<file path="config.mk">
export PLATFORM = sky130hd
export DESIGN_NAME = dadc_top
export DESIGN_NICKNAME = d
export VERILOG_FILES = /design/src/logic/dadc_fifo.v /design/src/logic/dadc_top.v
export VERILOG_INCLUDE_DIRS = /design/src /design/src/logic
export SDC_FILE = /design/constraint.sdc
export NUM_CORES = 1
export LEC_CHECK = 0
export BUFFER_PORTS_ARGS = -buffer_cell sky130_fd_sc_hd__buf_2
export CORE_MARGIN = 4
export CORE_UTILIZATION = 60
export DETAILED_ROUTE_END_ITERATION = 8
export PLACE_DENSITY = 0.85
export REMOVE_ABC_BUFFERS = 1
export SLEW_MARGIN = 10
export SYNTH_ARGS = -nofsm -noshare
export SYNTH_HDL_FRONTEND = slang
export SYNTH_SLANG_ARGS = --single-unit
</file>
<file path="constraint.sdc">
create_clock -name ref_clk -period 3.27 [get_ports ref_clk]
set_clock_uncertainty 0.2 [all_clocks]
set_input_delay 0.327 -clock ref_clk [delete_from_list [all_inputs] [get_ports ref_clk]]
set_output_delay 0.327 -clock ref_clk [all_outputs]
set_load 0.01 [all_outputs]
</file>
<file path="src/logic/dadc_regs.vh">
/*
 * Constants for the dual converter control and serial readout block.
 * Assumes a 125 MHz ref_clk; times are in ns, counts derived from them.
 */
`ifndef DADC_REGS_VH
`define DADC_REGS_VH

`define DADC_CLK_MHZ 125
`define DADC_SYNC_LAT 3
`define DADC_T_CONV14_NS 680
`define DADC_T_CONV12_NS 610
`define DADC_T_BUSY_RISE_NS 40
`define DADC_CONV_ADJ 2
// Longest times round down; sync latency is taken out of the budget
`define DADC_CONV14_CYC ((`DADC_T_CONV14_NS * `DADC_CLK_MHZ) / 1000 - `DADC_SYNC_LAT)
`define DADC_CONV12_CYC ((`DADC_T_CONV12_NS * `DADC_CLK_MHZ) / 1000 - `DADC_SYNC_LAT)
`define DADC_CNT_W 7
`define DADC_RES_W 14
`define DADC_FRAME_W 28
`define DADC_BITCNT_W 5
`define DADC_FIFO_DEPTH 4

`endif

</file>
<file path="src/logic/dadc_fifo.v">
/*
 * Small FIFO with valid/ready on both sides and a registered read stage.
 * Assumes one clock and a synchronous active-high reset.
 */
`timescale 1ns/1ns
module dadc_fifo #(
  parameter WIDTH = 28,
  parameter DEPTH = 4,
  parameter AW = 2
) (
  input wire ref_clk,
  input wire srst,
  input wire in_valid,
  output wire in_ready,
  input wire [WIDTH-1:0] in_data,
  output reg out_valid,
  input wire out_ready,
  output reg [WIDTH-1:0] out_data
);
  reg [WIDTH-1:0] mem [0:DEPTH-1];
  reg [AW-1:0] wr_q;
  reg [AW-1:0] rd_q;
  reg [AW:0] cnt_q;
  wire push;
  wire pop_mem;

  // ---------------------------------------------
  // Storage and pointers
  // ---------------------------------------------
  assign in_ready = (cnt_q != DEPTH[AW:0]);
  assign push = in_valid & in_ready;
  // Refill the output stage whenever it empties or is taken
  assign pop_mem = (cnt_q != {(AW+1){1'b0}}) & (~out_valid | out_ready);

  always @(posedge ref_clk) begin
    if (push) begin
      mem[wr_q] <= in_data;
    end
  end

  always @(posedge ref_clk) begin
    if (srst) begin
      wr_q <= {AW{1'b0}};
      rd_q <= {AW{1'b0}};
      cnt_q <= {(AW+1){1'b0}};
      out_valid <= 1'b0;
      out_data <= {WIDTH{1'b0}};
    end else begin
      if (push) begin
        wr_q <= wr_q + 1'b1;
      end
      if (pop_mem) begin
        rd_q <= rd_q + 1'b1;
        out_data <= mem[rd_q];
        out_valid <= 1'b1;
      end else if (out_ready) begin
        out_valid <= 1'b0;
      end
      cnt_q <= cnt_q + {{AW{1'b0}}, push} - {{AW{1'b0}}, pop_mem};
    end
  end
endmodule

</file>
<file path="src/logic/dadc_top.v">
/*
 * Conversion control and serial readout of a dual simultaneous converter.
 * Assumes the analog core presents both results on ref_clk; pins arrive
 * asynchronously and the read clock is sampled, not used as a clock.
 */
`timescale 1ns/1ns
`include "dadc_regs.vh"
module dadc_top #(
  parameter VARIANT14 = 1
) (
  input wire ref_clk,
  input wire srst,
  input wire convert_start_n,
  input wire cs_n,
  input wire sclk,
  input wire chan_sel,
  input wire [`DADC_RES_W-1:0] core_result_a,
  input wire [`DADC_RES_W-1:0] core_result_b,
  output reg busy_q,
  output reg mux_sel_q,
  output reg result_out_a_q,
  output reg result_out_a_oe_q,
  output reg result_out_b_q,
  output reg result_out_b_oe_q
);
  // Two cycles of the budget go to the count-zero cycle in ST_CONV and the push state
  localparam integer CONV_FULL = (VARIANT14 ? `DADC_CONV14_CYC : `DADC_CONV12_CYC) - `DADC_CONV_ADJ;
  localparam [`DADC_CNT_W-1:0] CONV_LOAD = CONV_FULL[`DADC_CNT_W-1:0];
  localparam [1:0] ST_IDLE = 2'h0;
  localparam [1:0] ST_CONV = 2'h1;
  localparam [1:0] ST_PUSH = 2'h2;

  // ---------------------------------------------
  // Pin synchronisers
  // ---------------------------------------------
  reg [1:0] cnv_s_q;
  reg [1:0] cs_s_q;
  reg [1:0] sclk_s_q;
  reg [1:0] sel_s_q;
  reg cnv_d1_q;
  reg cs_d1_q;
  reg sclk_d1_q;

  // Seeds match idle pin levels, so release gives no false edge
  always @(posedge ref_clk) begin
    if (srst) begin
      cnv_s_q <= 2'h3;
      cs_s_q <= 2'h3;
      sclk_s_q <= 2'h3;
      sel_s_q <= 2'h0;
      cnv_d1_q <= 1'b1;
      cs_d1_q <= 1'b1;
      sclk_d1_q <= 1'b1;
    end else begin
      cnv_s_q <= {cnv_s_q[0], convert_start_n};
      cs_s_q <= {cs_s_q[0], cs_n};
      sclk_s_q <= {sclk_s_q[0], sclk};
      sel_s_q <= {sel_s_q[0], chan_sel};
      cnv_d1_q <= cnv_s_q[1];
      cs_d1_q <= cs_s_q[1];
      sclk_d1_q <= sclk_s_q[1];
    end
  end

  wire cnv_fall;
  wire sclk_fall;
  wire cs_low;
  wire cs_rise;
  assign cnv_fall = cnv_d1_q & ~cnv_s_q[1];
  assign sclk_fall = sclk_d1_q & ~sclk_s_q[1];
  assign cs_low = ~cs_s_q[1];
  assign cs_rise = ~cs_d1_q & cs_s_q[1];

  // ---------------------------------------------
  // Conversion sequencer
  // ---------------------------------------------
  reg [1:0] st_q;
  reg [1:0] st_d;
  reg [`DADC_CNT_W-1:0] cnt_q;
  wire fifo_in_ready;
  wire fifo_push = (st_q == ST_PUSH);

  always @* begin
    st_d = st_q;
    case (st_q)
      ST_IDLE: begin
        if (cnv_fall) begin
          st_d = ST_CONV;
        end
      end
      ST_CONV: begin
        if (cnt_q == {`DADC_CNT_W{1'b0}}) begin
          st_d = ST_PUSH;
        end
      end
      ST_PUSH: begin
        // A full buffer holds busy high rather than drop a result
        if (fifo_in_ready) begin
          st_d = ST_IDLE;
        end
      end
      default: begin
        st_d = ST_IDLE;
      end
    endcase
  end

  always @(posedge ref_clk) begin
    if (srst) begin
      st_q <= ST_IDLE;
      cnt_q <= {`DADC_CNT_W{1'b0}};
      busy_q <= 1'b0;
      mux_sel_q <= 1'b0;
    end else begin
      st_q <= st_d;
      if (st_q == ST_IDLE) begin
        cnt_q <= CONV_LOAD;
      end else if (cnt_q != {`DADC_CNT_W{1'b0}}) begin
        cnt_q <= cnt_q - 1'b1;
      end
      if (st_q == ST_IDLE && cnv_fall) begin
        busy_q <= 1'b1;
        mux_sel_q <= sel_s_q[1];
      end else if (fifo_push && fifo_in_ready) begin
        busy_q <= 1'b0;
      end
    end
  end

  // ---------------------------------------------
  // Result buffer
  // ---------------------------------------------
  wire fifo_out_valid;
  wire [2*`DADC_RES_W-1:0] fifo_out_data;
  reg have_q;
  // Buffer output waits while the shifter holds a result
  wire fifo_take = ~have_q;

  dadc_fifo #(
    .WIDTH(2*`DADC_RES_W),
    .DEPTH(`DADC_FIFO_DEPTH),
    .AW(2)
  ) u_fifo (
    .ref_clk(ref_clk),
    .srst(srst),
    .in_valid(fifo_push),
    .in_ready(fifo_in_ready),
    .in_data({core_result_a, core_result_b}),
    .out_valid(fifo_out_valid),
    .out_ready(fifo_take),
    .out_data(fifo_out_data)
  );

  // ---------------------------------------------
  // Serial readout
  // ---------------------------------------------
  wire [`DADC_RES_W-1:0] res_a = fifo_out_data[2*`DADC_RES_W-1:`DADC_RES_W];
  wire [`DADC_RES_W-1:0] res_b = fifo_out_data[`DADC_RES_W-1:0];
  // both results padded for short variant
  wire [`DADC_FRAME_W-1:0] frame_a = VARIANT14 ? {res_a, res_b} : {res_a[11:0], 2'h0, res_b[11:0], 2'h0};
  wire [`DADC_FRAME_W-1:0] frame_b = VARIANT14 ? {res_b, res_a} : {res_b[11:0], 2'h0, res_a[11:0], 2'h0};

  reg [`DADC_FRAME_W-1:0] sh_a_q;
  reg [`DADC_FRAME_W-1:0] sh_b_q;
  reg [`DADC_BITCNT_W-1:0] bits_q;

  always @(posedge ref_clk) begin
    if (srst) begin
      have_q <= 1'b0;
      sh_a_q <= {`DADC_FRAME_W{1'b0}};
      sh_b_q <= {`DADC_FRAME_W{1'b0}};
      bits_q <= {`DADC_BITCNT_W{1'b0}};
      result_out_a_q <= 1'b0;
      result_out_b_q <= 1'b0;
      result_out_a_oe_q <= 1'b0;
      result_out_b_oe_q <= 1'b0;
    end else begin
      // Sync path puts enable and float near 24 ns, not 10 ns
      // drive only while selected
      result_out_a_oe_q <= cs_low;
      result_out_b_oe_q <= cs_low;
      if (~have_q && fifo_out_valid) begin
        have_q <= 1'b1;
        sh_a_q <= frame_a;
        sh_b_q <= frame_b;
        bits_q <= {`DADC_BITCNT_W{1'b0}};
      end else if (have_q && cs_low && sclk_fall) begin
        sh_a_q <= {sh_a_q[`DADC_FRAME_W-2:0], 1'b0};
        sh_b_q <= {sh_b_q[`DADC_FRAME_W-2:0], 1'b0};
        // Saturate so a very long read still consumes the result
        if (bits_q != {`DADC_BITCNT_W{1'b1}}) begin
          bits_q <= bits_q + 1'b1;
        end
      end else if (have_q && cs_rise && bits_q != {`DADC_BITCNT_W{1'b0}}) begin
        // A read that clocked bits consumes the result
        have_q <= 1'b0;
      end
      result_out_a_q <= have_q & sh_a_q[`DADC_FRAME_W-1];
      result_out_b_q <= have_q & sh_b_q[`DADC_FRAME_W-1];
    end
  end
endmodule

</file>
# After elaboration in Yosys (flattened, before gate mapping)
# Memory sizes are Yosys's and may differ from the RTL's. A register that Yosys moved wholly into a read port is not among the register bits.
# Index checks and enable logic that the tools add are counted.
# W data, S select, Z words.
dict set report word_totals {
  ramBits 112
  ff_bits 95
  elab_cells 93
  n_memories 1
}
# memory words width rd rd_clocked_by_memory_dff write_ports line
set memory_table {}
lappend memory_table {u_fifo.mem 4 28 1 1 1 dadc_fifo.v:20} ;# reg [WIDTH-1:0] mem [0:DEPTH-1];
dict set report op_classes {
  n_bitwise 14
  mux 19
  n_eq_ne 9
  n_reduce_logical 21
  addsub 6
}
# op n
set ops {}
lappend ops {{$mux W28} 4}
lappend ops {{$mux W7} 2}
lappend ops {{$mux W1} 9}
lappend ops {{$ne A2 B2 Y1 const B} 4}
lappend ops {{$reduce_bool A2 Y1} 4}
lappend ops {{$and A1 B1 Y1} 7}
lappend ops {{$logic_and A1 B1 Y1} 7}
lappend ops {{$logic_not A7 Y1} 1}
lappend ops {{$reduce_bool A7 Y1} 1}
lappend ops {{$sub A7 B1 Y7 const B} 1}
lappend ops {{$mux W2} 3}
lappend ops {{$not A1 Y1} 6}
lappend ops {{$pmux W2 S3} 1}
lappend ops {{$add A5 B1 Y5 const B} 1}
lappend ops {{$ne A5 B5 Y1 const B} 1}
lappend ops {{$reduce_bool A5 Y1} 1}
lappend ops {{$add A2 B1 Y2 const B} 2}
lappend ops {{$reduce_and A2 Y1} 2}
lappend ops {{$reduce_or A2 Y1} 2}
lappend ops {{$add A3 B1 Y3} 1}
lappend ops {{$ne A3 B3 Y1 const B} 1}
lappend ops {{$reduce_and A3 Y1} 1}
lappend ops {{$reduce_bool A3 Y1} 1}
lappend ops {{$sub A3 B1 Y3} 1}
lappend ops {{5 further kinds} 5}

# Depth between registers and ports, before layout
dict set report logic_depth {
  depth_word 7
  mapped_depth 11
  ltp_nobuf 10
}

# Modules after synthesis
# A second synthesis with hierarchy kept.
dict set report unflattened {
  cells_unflattened 675
  area_unflattened_um2 8954.8
}
# module area_each_um2 cells_each n_inst
set by_module_without_submodules {}
lappend by_module_without_submodules {dadc_fifo 5361.4 262 1}
lappend by_module_without_submodules {dadc_top 3593.4 413 1}

# Worst setup path before layout
# No wires, ideal clock.
dict set report synth_path {
  kind {reg-to-reg}
  start {register u_fifo.cnt_q[0]}
  end {register u_fifo.cnt_q[2]}
  path_buffers 0
  setup_time_ns 0.078
  synth_period_minus_slack_ns 2.363
  arrival_time_ns 2.085
  stages_incl_launch_ff 11
  setup_slack_ns 0.907
  path_cell_list {dfxtp_1 nor3_1 nor2_1 ha_1 inv_1 ha_1 inv_1 fa_1 xor2_1 and2_1 nor3_1}
}
dict set report synth_between {
  word_cells_on_any_way 6
}
# item line
set synth_rtl {}
lappend synth_rtl {{from (decl)} dadc_fifo.v:23} ;# reg [AW:0] cnt_q;
lappend synth_rtl {{from (signal assigned)} dadc_fifo.v:45} ;# cnt_q <= {(AW+1){1'b0}};
lappend synth_rtl {{from (signal assigned)} dadc_fifo.v:59} ;# cnt_q <= cnt_q + {{AW{1'b0}}, push} - {{AW{1'b0}}, pop_mem};
lappend synth_rtl {{$reduce_bool A3 Y1} dadc_fifo.v:33} ;# assign pop_mem = (cnt_q != {(AW+1){1'b0}}) & (~out_valid | out_ready);
lappend synth_rtl {{$and A1 B1 Y1} dadc_fifo.v:33}
lappend synth_rtl {{named net u_fifo.pop_mem} dadc_fifo.v:25} ;# wire pop_mem;
lappend synth_rtl {{$sub A3 B1 Y3} dadc_fifo.v:59}
# The timed path passes the listed nets, and every way through them passes these cells.
# A chain may end at the register's enable or synchronous reset.

# Worst setup path in the final report
dict set report layout_path {
  start {register u_fifo.cnt_q[2]}
  end {register u_fifo.cnt_q[2]}
}
# The elaborated chain is that of the path after synthesis.

==> run metrics <==
DRT antenna net count=0; detail-routed net length per standard cell=roughly 19 um; Crit Path Class=flip-flop to flip-flop; CP Max Fanout=6; row cnt=43; pin count of the biggest net entering global routing=53; vertical die dimension=129 um; Gates resized, CTS repair=0; Post-Place Cell Area=9150 um^2; Core Box Area=approximately 14000 um^2; Peak Freq=around 0.37 GHz; critical path, cell by cell=nor3_1, nor2_1, ha_1, inv_1, ha_1, inv_1, fa_1, xor2_1, and2_1, nor3_1; worst skew pair latency=around 0.51 ns; largest area contributor in the netlist=sky130_fd_sc_hd__edfxtp_1; full die area=16600 um^2; count of fill cells added during filler insertion=860; Min-Delay Startpoint=srst; fraction of post-synthesis cell area in the top cell type by area=0.383; number of buffers created by CTS=24; Final setup viols=0; TritonCTS clock tree=done; total via count after detailed routing=between 5000 and 6000; Setup TNS Final=0 ns; run status=complete, no violations; GRT Util Overall=0.221; Post-synth EDFFs=between 100 and 150; number of antenna violations at the first check in global routing=0; detailed placement HPWL=approximately 10000 um; element type at the critical path start=flip-flop; horizontal extent of the die=around 130 um; Synth Warn #=0; Port Buffers=39; detailed-routing iteration count for the pre-antenna-repair pass=6; required time of the critical path=around 3.5 ns; vias in the first global route=roughly 5900; post-synthesis sequential element count=~240; final hold violations=0; fin nets=779; register-to-register setup slack=around 0.60 ns; Post-synth top cells=sky130_fd_sc_hd__dfxtp_1 (123), sky130_fd_sc_hd__edfxtp_1 (112), sky130_fd_sc_hd__nand2_1 (89); Syn Std Cell Area=roughly 9000 um^2; endpoint of the most critical register-to-register path=u_fifo.cnt_q[2]; leading post-synthesis cells by cell area=sky130_fd_sc_hd__edfxtp_1 (38%), sky130_fd_sc_hd__dfxtp_1 (28%), sky130_fd_sc_hd__mux4_2 (7.2%); worst hold path depth=2; Worst setup EP type=flip-flop; effective utilization at floorplan=0.623; via/cell ratio=about 6.2; diodes inserted=0; cell leakage power=0.00363 uW; arrival time of the worst setup path=between 2 and 3 ns; clock period minus final worst setup slack=between 2 and 3 ns; area growth from synthesis to layout=17.1%; final routed DRC violation total=0; total number of clock tree sinks=roughly 240; worst-case clock buffer depth=3; Final Instance Count excl. Fillers=931; global route total overflow=0; average footprint of a synthesized cell=about 13 um^2; RSZ-0062 raised after global routing=false; Worst Reg2Reg Path Length in Cells=10; Iter 0 DRT Violations=632; largest vdd supply drop=slightly below 0.6 mV; layout cells sized above 1=0.189; Final Cell Area=between 10000 and 15000 um^2; most instantiated flip-flop cell in the synthesis netlist=sky130_fd_sc_hd__dfxtp_1; H-Tree Depth=1; total detailed-routing wirelength=between 15000 and 20000 um; post-route fraction of the period consumed by the critical path=0.817; post-synthesis cell count=approximately 670; delay of the slowest critical-path stage=about 0.47 ns; slew at the pin closest to its max-slew limit=0.911 ns; Clock transition at path regs=0.06 ns; post-synthesis async set-or-reset flop share=0; Clk Tree Root Cell=sky130_fd_sc_hd__clkbuf_16; Max Transition Viols Final=0; count of pins on the block boundary=40; post-CTS setup-driven buffer insertion count=0; max-cap viol count=0; Power Density=just under 800 nW/um^2; most used standard cell by instance count after synthesis=sky130_fd_sc_hd__dfxtp_1; routability-driven placement congestion ratio=around 0.8; number of library cell types mapped by synthesis=48; sequential area share after synthesis=0.663; worst reg2reg path startpoint=u_fifo.cnt_q[2]; cell with the largest stage delay on the worst path=sky130_fd_sc_hd__nor3_1; wire length of the first global-routing pass=around 30000 um; Min-Delay Path Class=input port to flip-flop; end point of the most critical hold path=have_q; Inst Count DP=855; Max-Slew Margin vs Limit=0.391
logic make-up after synthesis:
group,Yosys count,share of synthesized area
AOI/OAI and AO/OA,144,0.112
muxes,30,0.0740
adders and majority gates,12,0.0179
buffers and inverters,57,0.0266
and+or+nand+nor,187,0.103
xor gates and xnor gates,3,0.00299
DFF,235,0.663
registers in the layout, indices dropped and copies added, names as in the netlist, 2 cells and up:
signal           flops
st_q                 2
u_fifo.wr_q          2
sclk_s_q             2
cs_s_q               2
cnv_s_q              2
sh_b_q              28
u_fifo.cnt_q         3
u_fifo.rd_q          2
sh_a_q              28
bits_q               5
u_fifo.out_data     28
sel_s_q              2
cnt_q                7
u_fifo.mem         112
per-layer routing:
metal | up-vias | global-route usage | routed length, um
met5 | - | 0 | 0
met4 | 0 | 0.0791 | 510
met3 | 53 | 0.0338 | 1010
met2 | 215 | 0.375 | 9010
met1 | 2843 | 0.293 | 7310
li1 | 2638 | - | -
area by class of cell:
cell class	instances	area, um^2	share of cell area
timing repair buffer	83	631	0.0613
sequential	235	5830	0.566
clock buffer	31	701	0.0681
multi-input combinational	376	2740	0.266
clock inverter	13	120	0.0117
tap	180	225	0.0219
inverter	13	48.8	0.00474
timing repair:
item                                    CTS  global route
hold buffers                             32             0
endpoints found under the hold margin   116             0
endpoints found under the setup margin    0             0
placed cells by master (no fill, tap or decap), types with 24 or more instances in the layout:
cell type,instances
sky130_fd_sc_hd__a31oi_1,30
sky130_fd_sc_hd__buf_2,39
sky130_fd_sc_hd__clkbuf_16,27
sky130_fd_sc_hd__dlygate4sd3_1,32
sky130_fd_sc_hd__nand2_1,89
sky130_fd_sc_hd__dfxtp_1,122
sky130_fd_sc_hd__nor2_1,24
sky130_fd_sc_hd__mux4_2,28
sky130_fd_sc_hd__nand3_1,24
sky130_fd_sc_hd__a22o_1,28
sky130_fd_sc_hd__edfxtp_1,112
sky130_fd_sc_hd__a21oi_1,29
stage by stage:
step                      worst slack, ns  hold slack [ns]  total power, uW  utilization
after floorplan                     0.253            0.189             4810            -
after global placement              0.830            0.192             5180        0.649
after detailed placement            0.607            0.202             5260        0.649
after CTS                           0.616            0.153             8070        0.730
after global routing                0.358            0.218             8420        0.730
final                               0.599            0.176             8050        0.730
worst max-delay path, delay by kind of cell, from the launching register on:
family	cells	cell delay, ns
simple gates	4	0.93
fa+ha+maj	3	0.84
flops	1	0.34
xor+xnor	1	0.16
buf+inv	2	0.12
power by group:
part / switching, uW / leakage, uW / internal (uW)
logic: 731 / 0.00120 / 721
registers: 345 / 0.00202 / 3470
clock network: 1100 / 0.000411 / 1680
worst max-delay path by stage:
| stage | startpoint | endpoint | slack, ns | depth (start not counted) |
|---|---|---|---|---|
| after global placement | u_fifo.cnt_q[0] | u_fifo.cnt_q[2] | 0.83 | 10 |
| final | u_fifo.cnt_q[2] | u_fifo.cnt_q[2] | 0.60 | 10 |
| after detailed placement | u_fifo.cnt_q[0] | u_fifo.cnt_q[2] | 0.61 | 10 |
| after global routing | u_fifo.cnt_q[2] | u_fifo.cnt_q[2] | 0.36 | 10 |
| after CTS | u_fifo.cnt_q[2] | u_fifo.cnt_q[2] | 0.62 | 10 |
| after floorplan | have_q | bits_q[3] | 0.25 | 3 |
(Power assumes the default switching activity.)
